### src/pkg/mace_pkg.sv
/*
 Package for the multiply-accumulate engine: widths, reset values,
 command encodings, operand and result carriers, latency counts.
 Assumes a single core clock and a core that issues one command at a time.
*/
// Notes on behaviour
// - 16x16 product added by 40-bit adder into accumulator
// - accumulate or multiply only, integer or fractional
// - signed operands, result within two clocks
// - rounded 16-bit fractional result one cycle later
// - one-bit arithmetic shift of accumulator, one clock
package mace_pkg;
   localparam int OPW = 16;                         // operand width
   localparam int ACCW = 40;                        // accumulator width
   localparam int PRODW = 32;                       // full product width
   localparam logic [ACCW-1:0] ACC_RESET = 40'h00_0000_0000;
   localparam logic [OPW-1:0] RND_RESET = 16'h0000;
   localparam int MUL_LATENCY = 2;                  // cycles to accumulator update
   localparam int RND_LATENCY = 3;                  // cycles to rounded result

   // commands issued by the core
   typedef enum logic [2:0] {
      MACE_CMD_NONE,
      MACE_CMD_MAC,
      MACE_CMD_MUL,
      MACE_CMD_SHL,
      MACE_CMD_SHR,
      MACE_CMD_CLR
   } mace_cmd_t;

   // one request from the core
   typedef struct packed {
      mace_cmd_t        cmd;
      logic             frac;     // fractional mode
      logic [OPW-1:0]   op_a;
      logic [OPW-1:0]   op_b;
   } mace_req_t;

   // results returned to the core
   typedef struct packed {
      logic [ACCW-1:0]  acc;
      logic [OPW-1:0]   rounded;
      logic             done;     // accumulator updated this cycle
      logic             rnd_done; // rounded value fresh this cycle
      logic             busy;
   } mace_rsp_t;
endpackage : mace_pkg

### src/core/mace_engine.sv
/*
 Multiply-accumulate engine datapath: two-stage multiply then add,
 one-cycle shifter, rounding stage one cycle after the accumulator.
 Stage one registers the signed 16x16 product; stage two adds it into
 the 40-bit accumulator or loads it; the rounding stage then takes the
 upper half of the accumulator's low 32 bits, bits 31:16, rounded to nearest.
 Assumes requests come from logic on the same clock, so no synchroniser,
 and that the core waits while busy; requests during busy are ignored.
 Assumes the clock enable is driven on the same clock; while it is low
 every register, pulses included, holds its value.
*/
`timescale 1ns/100ps
`default_nettype none
module mace_engine
   import mace_pkg::*;
(
   // clock and reset
   input  wire logic      clock,
   input  wire logic      arst_n,
   input  wire logic      clk_en,
   // request from the core
   input  wire logic      req_valid,
   input  wire mace_req_t req,
   // answer to the core
   output var  mace_rsp_t rsp
);
   // stage one: registered product and command
   logic                  s1_vld_reg, s1_vld_next;
   mace_cmd_t             s1_cmd_reg, s1_cmd_next;
   logic [PRODW-1:0]      prod_reg,   prod_next;
   // stage two: accumulator and flags
   logic [ACCW-1:0]       acc_reg,    acc_next;
   logic                  done_reg,   done_next;
   logic                  rpend_reg,  rpend_next;   // rounding pending
   logic [OPW-1:0]        rnd_reg,    rnd_next;
   logic                  rdone_reg,  rdone_next;
   // combinational helpers
   logic signed [PRODW-1:0] prod_s;     // raw signed product of this request
   logic [ACCW-1:0]       prod_ext;     // stage-one product, sign-extended
   logic [ACCW-1:0]       rnd_sum;      // accumulator plus half an lsb
   // request accepted at this edge
   logic                  take;

   // busy while a multiply is in stage one; shifts are single-cycle
   assign take = req_valid && !s1_vld_reg;

   // next-state logic for both stages
   always_comb begin
      // defaults: hold every value, pulses drop
      s1_vld_next = 1'b0;
      s1_cmd_next = s1_cmd_reg;
      prod_next   = prod_reg;
      acc_next    = acc_reg;                        // hold by default
      done_next   = 1'b0;
      rpend_next  = 1'b0;
      rnd_next    = rnd_reg;
      rdone_next  = 1'b0;
      // signed 16x16 product, doubled in fractional mode
      // operands are used only at the take edge; the core may change
      // them freely once the request is accepted
      prod_s   = $signed(req.op_a) * $signed(req.op_b);
      prod_ext = {{(ACCW-PRODW){prod_reg[PRODW-1]}}, prod_reg};
      // round to nearest at bit 15, take bits 31:16
      // no saturation: a sum past the Q31 range wraps in the result
      rnd_sum  = acc_reg + 40'h00_0000_8000;
      // first cycle: decode at most one command per enabled edge
      if (take) begin
         case (req.cmd)
            MACE_CMD_MAC, MACE_CMD_MUL: begin
               s1_vld_next = 1'b1;
               s1_cmd_next = req.cmd;
               // doubling drops the redundant sign bit for Q15 operands
               prod_next   = req.frac ? PRODW'(prod_s <<< 1) : PRODW'(prod_s);
            end
            MACE_CMD_SHL: begin
               acc_next  = {acc_reg[ACCW-2:0], 1'b0};
               done_next = 1'b1;
            end
            MACE_CMD_SHR: begin
               acc_next  = {acc_reg[ACCW-1], acc_reg[ACCW-1:1]};
               done_next = 1'b1;
            end
            MACE_CMD_CLR: begin
               acc_next  = ACC_RESET;
               done_next = 1'b1;
            end
            default: begin
               // no command: nothing changes
            end
         endcase
      end
      // stage two never meets a same-edge shift: take is low while busy
      // second cycle: add into 40-bit accumulator or load
      if (s1_vld_reg) begin
         acc_next   = (s1_cmd_reg == MACE_CMD_MAC) ? ACCW'(acc_reg + prod_ext) : prod_ext;
         done_next  = 1'b1;
         rpend_next = 1'b1;
      end
      // only multiplies arm the rounding stage; shifts and clears do not
      // third cycle: rounded fractional word
      if (rpend_reg) begin
         rnd_next   = rnd_sum[31:16];
         rdone_next = 1'b1;
      end
   end

   // registers, frozen while the clock enable is low
   // pulses freeze too, so a done seen while frozen stays high
   always_ff @(posedge clock or negedge arst_n) begin
      if (!arst_n) begin
         s1_vld_reg <= 1'b0;
         s1_cmd_reg <= MACE_CMD_NONE;
         prod_reg   <= '0;
         acc_reg    <= ACC_RESET;
         done_reg   <= 1'b0;
         rpend_reg  <= 1'b0;
         rnd_reg    <= RND_RESET;
         rdone_reg  <= 1'b0;
      end else if (clk_en) begin
         s1_vld_reg <= s1_vld_next;
         s1_cmd_reg <= s1_cmd_next;
         prod_reg   <= prod_next;
         acc_reg    <= acc_next;
         done_reg   <= done_next;
         rpend_reg  <= rpend_next;
         rnd_reg    <= rnd_next;
         rdone_reg  <= rdone_next;
      end
   end

   // outputs straight from flip-flops
   // one aggregate assignment keeps a single driver on the port
   assign rsp = '{acc:      acc_reg,
                  rounded:  rnd_reg,
                  done:     done_reg,
                  rnd_done: rdone_reg,
                  busy:     s1_vld_reg};
endmodule : mace_engine
`default_nettype wire

### config.mk
export PLATFORM = sky130hd
export DESIGN_NAME = mace_engine
export DESIGN_NICKNAME = d
export VERILOG_FILES = /design/src/pkg/mace_pkg.sv /design/src/core/mace_engine.sv
export SDC_FILE = /design/constraint.sdc
export NUM_CORES = 1
export LEC_CHECK = 0
export BUFFER_PORTS_ARGS = -buffer_cell sky130_fd_sc_hd__buf_2
export CELL_PAD_IN_SITES_DETAIL_PLACEMENT = 1
export CELL_PAD_IN_SITES_GLOBAL_PLACEMENT = 1
export CORE_ASPECT_RATIO = 0.7
export CORE_MARGIN = 4
export CORE_UTILIZATION = 45
export CTS_BUF_LIST = sky130_fd_sc_hd__clkbuf_4
export DETAILED_ROUTE_END_ITERATION = 8
export MAX_ROUTING_LAYER = met4
export PLACE_DENSITY_LB_ADDON = 0.1
export SYNTH_ARGS = -nofsm -noshare
export SYNTH_HDL_FRONTEND = slang
export SYNTH_SLANG_ARGS = --single-unit
### constraint.sdc
create_clock -name clock -period 2.8 [get_ports clock]
set_input_delay 0.56 -clock clock [delete_from_list [all_inputs] [get_ports clock]]
set_output_delay 0.56 -clock clock [all_outputs]
set_load 0.05 [all_outputs]
==> summary.log, run 1 <==
[yosys] simple logic cell fraction of the synthesized area 17.19%
[setup_path] endpoint class of the critical path flop
[yosys] most area-consuming cells after synthesis sky130_fd_sc_hd__fa_1 30%, sky130_fd_sc_hd__dfrtp_1 14%, sky130_fd_sc_hd__ha_1 8.8%
[clocking] CTS H-tree depth 3
[detailed_routing] remaining antenna violation count 0
[setup_path] Critical Path Start Type input port
[run_status] failing checks negative setup slack
[global_route] pin count of the biggest net entering global routing 82
[yosys] #FFs+latches synth 95
[yosys] mux contribution to synthesized area 1.348%
[yosys] FFs w/ async S/R, synth 100.0%
[yosys] proportion of netlist area held by the largest area contributor 30.32%
[place] final weighted congestion in routability-driven placement 0.9149
[clocking] total CTS buffers 9
[yosys] post-synthesis share of cell area spent on full adders, half adders and majority gates 39.12%
[yosys] count of mapped cells out of synthesis 2008
[job] number of max-capacitance violations reported 0
[die] I/O pin count 99
[clocking] clock insertion delay at the later pin of the skew report 0.54 ns
[layout] Total Nets Final 2761
[yosys] Yosys warning total 0
[layout] fraction of final layout cells with drive strength greater than 1 32.46%
[yosys] post-synth cell types 70
[setup_path] launch point of the worst reg-to-reg path prod_reg[0]
[global_route] aggregate global-route resource usage 27.32%
[yosys] post-synthesis share of cell area spent on xor and xnor gates 3.985%
[timing] Slew Limit Headroom 43.90%
[setup_path] r2r worst-path depth 13
[setup_path] buffers and inverters on the worst path 7
[yosys] combined area of all synthesized cells 17360 um2
[yosys] combinational family with the most area after synthesis adder cells
[detailed_routing] average via count per standard cell 5.522
[setup_path] worst setup path category in -> reg
[yosys] sequential area share after synthesis 13.69%
[timing] final critical-path required period 5.762 ns
[global_route] initial antenna violation count 1
[setup_path] gate family responsible for the most delay along the worst path adder cells
[clocking] TritonCTS clock tree built
[die] area of the core 37650 um2
[setup_path] largest fanout on the critical path 8
[timing] clock skew 0.01673 ns
[worst_hold_path] Min-Delay Path Class in -> async
[place] Post-DP HPWL 43.02 mm
[setup_path] CP max stage delay 0.53 ns
[global_route] global-route wire length before repair 89.80 mm
[yosys] largest area contributor in the netlist sky130_fd_sc_hd__fa_1
[clocking] clock root cell sky130_fd_sc_hd__clkbuf_4
[detailed_routing] DRC errors left 0
[timing] Worst Max-Slew Pin Slew 0.8415 ns
[yosys] Top FF cell, synth sky130_fd_sc_hd__dfrtp_1
[run_status] outcome complete, but fails checks
[timing] count of final setup violators 49
[detailed_routing] via count 15630
[detailed_routing] total wire length after detailed routing 57.24 mm
[timing] final hold viol count 0
[place] count of input and output buffers 98
[timing] achievable clock frequency 0.1735 GHz
[global_route] via count of the first global-routing pass 17470
[yosys] Synth top cells by count 316 x sky130_fd_sc_hd__inv_1, 263 x sky130_fd_sc_hd__fa_1, 244 x sky130_fd_sc_hd__nand2_1
[die] number of core rows 59
[setup_path] critical-path cell with the highest stage delay sky130_fd_sc_hd__fa_1
[die] horizontal die dimension 242.8 um
[clocking] number of buffers on the longest clock path 2
[layout] number of flip-flops under the largest register name 40
[yosys] most common cell in the netlist sky130_fd_sc_hd__inv_1
[die] die height 172.3 um
[timing] worst setup slack after layout -2.962 ns
[setup_path] startpoint of the worst setup timing path req[7]
[detailed_routing] drt first-iter violations 794
[setup_path] number of logic stages on the critical path including buffering 25
[clocking] clock-pin slew on the worst setup and hold paths 0.17 ns
[detailed_routing] routed len/inst 20.23 um
[timing] Final Max Slew Viols 0
[setup_path] Worst EP arrival 6.19 ns
[timing] final hold slack 0.08227 ns
[clocking] clock sink count 95
[setup_path] required time of the critical path 3.23 ns
[detailed_routing] drt first pass iters 5
[die] starting utilization of the core area 46.12%
[timing] RSZ-0062 raised after global routing yes
[yosys] synthesized area divided by synthesized cell count 8.647 um2
[yosys] EDFF count, synth 0
[die] die area 41840 um2
[layout] Area Growth Syn to Fin 30.94%
[yosys] Compound-Gate Fraction of Synth Area 14.24%
[timing] ratio of final minimum period to clock period 205.8%
[yosys] Post-Synthesis Net Count 2433
[global_route] overall overflow remaining after global route 0
-- cell usage in the layout, fill, tap and decap left out, types with 16 or more instances in the layout --
cell type / n
sky130_fd_sc_hd__buf_2: 69
sky130_fd_sc_hd__and2_1: 101
sky130_fd_sc_hd__buf_12: 21
sky130_fd_sc_hd__buf_4: 279
sky130_fd_sc_hd__a21o_1: 31
sky130_fd_sc_hd__o21ai_2: 16
sky130_fd_sc_hd__fa_2: 24
sky130_fd_sc_hd__a21oi_2: 19
sky130_fd_sc_hd__nor2_1: 78
sky130_fd_sc_hd__mux2i_1: 17
sky130_fd_sc_hd__inv_1: 265
sky130_fd_sc_hd__nand2_1: 227
sky130_fd_sc_hd__inv_2: 50
sky130_fd_sc_hd__xor2_1: 28
sky130_fd_sc_hd__nand3_1: 20
sky130_fd_sc_hd__a21oi_1: 101
sky130_fd_sc_hd__ha_1: 81
sky130_fd_sc_hd__fa_1: 239
sky130_fd_sc_hd__xnor2_1: 31
sky130_fd_sc_hd__o21ai_1: 35
sky130_fd_sc_hd__and2_4: 28
sky130_fd_sc_hd__buf_6: 56
sky130_fd_sc_hd__ha_4: 36
sky130_fd_sc_hd__o21ai_0: 46
sky130_fd_sc_hd__dfrtp_1: 88
sky130_fd_sc_hd__a211oi_1: 28
sky130_fd_sc_hd__nor3b_1: 38
-- cells by family after synthesis --
family	after synthesis
AO/OA/AOI/OAI	391
XOR/XNOR	79
adder cells (fa/ha/maj)	385
buffers and inverters	433
flip-flops	95
multiplexers	23
AND/OR/NAND/NOR	602
-- final timing paths --
path                       slack, ns             to
setup / recovery               -2.96   prod_reg[22]
hold / removal                  0.08    prod_reg[3]
setup reg to reg               -0.42    acc_reg[26]
max in group asynchronous       1.89    acc_reg[16]
min in group clock              0.31     s1_vld_reg
hold reg to reg                 0.51  s1_cmd_reg[2]
-- per-stage QoR --
step	utilization, %	area [um2]	setup TNS [ns]	std cells	setup WS, ns
after floorplan	-	17910	-66.57	2008	-3.130
after CTS	57.89	21800	-65.28	2802	-2.886
after detailed placement	54.67	20580	-89.43	2770	-3.604
final	60.39	22740	-68.65	2830	-2.962
after global placement	54.67	20580	-85.34	2770	-3.493
after global routing	60.39	22740	-76.22	2830	-3.152
-- metal layers --
metal,track usage [%],share of wire (%),up-vias
li1,-,-,7101
met1,34.76,44,8185
met2,47.93,51,254
met3,2.759,2.7,86
met4,6.068,2.1,0
met5,-,0,-
-- timing repair --
action	CTS	global route
pin swaps	168	188
gates cloned	1	3
hold buffers	0	0
setup buffers	18	32
resized for setup	250	172
hold endpoints to repair	0	0
endpoints found under the setup margin	52	54
-- layout make-up --
| type | count | area, um2 |
|---|---|---|
| well taps | 488 | 610.6 |
| inverters | 316 | 1189 |
| repair buffers | 434 | 3661 |
| diodes | 1 | 2.502 |
| clock buffers | 11 | 82.58 |
| clock inverters | 5 | 73.82 |
| flip-flops and latches | 95 | 2386 |
| multi-input cells | 1480 | 14730 |
| fillers | 4299 | 14910 |
Power of run 1 is left out: the tool's default activity adds up to more than one toggle a clock period on the data nets, which glitch-free logic cannot reach.
==> run 2, diff against run 1 <==
--- a/config.mk
+++ b/config.mk
@@ -10,11 +10,13 @@
 export CELL_PAD_IN_SITES_GLOBAL_PLACEMENT = 1
 export CORE_ASPECT_RATIO = 0.7
 export CORE_MARGIN = 4
-export CORE_UTILIZATION = 45
+export CORE_UTILIZATION = 50
 export CTS_BUF_LIST = sky130_fd_sc_hd__clkbuf_4
+export CTS_CLUSTER_DIAMETER = 50
 export DETAILED_ROUTE_END_ITERATION = 8
 export MAX_ROUTING_LAYER = met4
 export PLACE_DENSITY_LB_ADDON = 0.1
+export SETUP_SLACK_MARGIN = 0.1
 export SYNTH_ARGS = -nofsm -noshare
 export SYNTH_HDL_FRONTEND = slang
 export SYNTH_SLANG_ARGS = --single-unit
==> constraint.sdc (replaced) <==
create_clock -name clock -period 6.15 [get_ports clock]
set_input_delay 1.23 -clock clock [delete_from_list [all_inputs] [get_ports clock]]
set_output_delay 1.23 -clock clock [all_outputs]
set_load 0.05 [all_outputs]
==> run 2 against run 1 <==
Against the previous run: the flow still finishes with violations (negative setup slack); sequential cell count unchanged; cell count fell by 6.7%; worst setup slack better by 2.7 ns; sequential share of layout area rose by 1.3 points; global-route usage up 1.8 points; routed wire length down 6.0%; critical path type unchanged.
==> summary.log, run 2 (synthesis results as in run 1) <==
[run_status] outcome complete, but fails checks
[run_status] failing checks negative setup slack
[global_route] pin count of the biggest net entering global routing 84
[timing] RSZ-0062 raised after global routing yes
[layout] commonest non-fill, non-tap cell in the layout sky130_fd_sc_hd__inv_1
[setup_path] Cell Chain, Critical Path buf_12, and2_4, fa_1, inv_1, fa_1, fa_1, inv_2, fa_1, fa_1, inv_2, fa_1, inv_2, ha_4, a21o_1, a21o_1, a221oi_4, nand2_2, and2_4, o21a_1, o21ai_2, mux2_4, o21ai_2, a21oi_1
[global_route] via count of the first global-routing pass 16050
[setup_path] required time of the critical path 6.58 ns
[setup_path] gate family responsible for the most delay along the worst path adder cells
[setup_path] CP max stage delay 0.56 ns
[detailed_routing] routed len/inst 20.38 um
[clocking] clock sink count 95
[detailed_routing] average via count per standard cell 5.638
[die] die height 163.9 um
[die] I/O pin count 99
[timing] Slew Limit Headroom 36.33%
[layout] Area Growth Syn to Fin 16.30%
[global_route] global-route wire length before repair 85.84 mm
[place] final weighted congestion in routability-driven placement 0.9773
[setup_path] worst setup path category in -> reg
[timing] achievable clock frequency 0.1555 GHz
[worst_hold_path] Min-Delay Path Class reg -> reg
[global_route] overall overflow remaining after global route 0
[timing] worst setup slack after layout -0.2795 ns
[timing] Worst Max-Slew Pin Slew 0.9430 ns
[place] Post-DP HPWL 42.71 mm
[die] starting utilization of the core area 51.31%
[setup_path] critical-path cell with the highest stage delay sky130_fd_sc_hd__fa_1
[timing] Final Max Slew Viols 0
[layout] fraction of final layout cells with drive strength greater than 1 20.37%
[timing] clock skew 0.01243 ns
[detailed_routing] remaining antenna violation count 0
[setup_path] Critical Path Start Type input port
[layout] number of flip-flops under the largest register name 40
[global_route] aggregate global-route resource usage 29.07%
[layout] top library cells by usage in the layout, fill and taps aside 287 x sky130_fd_sc_hd__inv_1, 251 x sky130_fd_sc_hd__fa_1, 236 x sky130_fd_sc_hd__nand2_1
[setup_path] Worst EP arrival 6.86 ns
[clocking] CTS H-tree depth 3
[setup_path] r2r worst-path depth 13
[die] number of core rows 56
[detailed_routing] DRC errors left 0
[timing] final hold viol count 0
[setup_path] buffers and inverters on the worst path 5
[setup_path] largest fanout on the critical path 6
[die] area of the core 33840 um2
[clocking] clock insertion delay at the later pin of the skew report 0.53 ns
[detailed_routing] total wire length after detailed routing 53.79 mm
[clocking] number of buffers added to fix hold violations after cts 0
[layout] Total Nets Final 2595
[clocking] clock-pin slew on the worst setup and hold paths 0.15 ns
[setup_path] number of logic stages on the critical path including buffering 23
[detailed_routing] via count 14880
[die] die area 37820 um2
[timing] final critical-path required period 6.430 ns
[job] number of max-capacitance violations reported 0
[clocking] clock root cell sky130_fd_sc_hd__clkbuf_4
[setup_path] most frequent CP cell sky130_fd_sc_hd__fa_1
[clocking] total CTS buffers 9
[detailed_routing] drt first pass iters 4
[timing] count of final setup violators 14
[global_route] initial antenna violation count 0
[layout] Ant. Diodes 0
[clocking] TritonCTS clock tree built
[timing] ratio of final minimum period to clock period 104.5%
[setup_path] endpoint class of the critical path flop
[detailed_routing] drt first-iter violations 859
[clocking] number of buffers on the longest clock path 2
[place] pre-CTS setup slack -1.037 ns
[place] count of input and output buffers 98
[worst_hold_path] number of stages on the worst hold path 1
[die] horizontal die dimension 230.7 um
## run 2: cell type report
cell class	instances	area [um2]
timing repair buffer	268	2165
tap	464	580.6
clock buffer	9	67.56
sequential	95	2379
clock inverter	7	40.04
inverter	316	1189
multi-input combinational	1480	13770
fill	4014	13650
## run 2: path summary, 6_finish.rpt
kind	from	endpoint	slack (ns)
min in group asynchronous	arst_n	acc_reg[0]	0.77
max reg2reg	prod_reg[0]	acc_reg[38]	2.66
min reg2reg	s1_cmd_reg[2]	s1_cmd_reg[2]	0.51
min	s1_cmd_reg[2]	s1_cmd_reg[2]	0.51
max in group asynchronous	arst_n	acc_reg[38]	4.34
max	req[4]	prod_reg[22]	-0.28
## run 2: repair_timing
item,4_1_cts,5_1_grt
pin swaps,65,63
hold endpoints to repair,0,0
gates cloned,0,2
setup endpoints to repair,17,21
gates resized for setup,117,75
buffers inserted,7,7
## run 2: per-stage QoR
| step | instances | instance area, um2 | setup TNS (ns) | hold WS (ns) | util, % |
|---|---|---|---|---|---|
| global placement | 2607 | 19290 | -13.58 | 0.4729 | 57.00 |
| global route | 2639 | 20190 | -4.908 | 0.5525 | 59.67 |
| finish | 2639 | 20190 | -2.378 | 0.5072 | 59.67 |
| detailed placement | 2607 | 19290 | -16.11 | 0.4745 | 57.00 |
| CTS | 2630 | 19840 | -0.9505 | 0.5133 | 58.61 |
| floorplan | 2008 | 17690 | -3.827 | 0.4543 | - |
## run 2: per-layer routing
layer  wire length (um)  track usage (%)  vias up
met5                  0                -        -
met4                655            4.862        0
met2              25450            45.68      318
li1                   -                -     6796
met3               2547            4.768       67
met1              25140            40.89     7699
Power of run 2 is left out for the same reason.
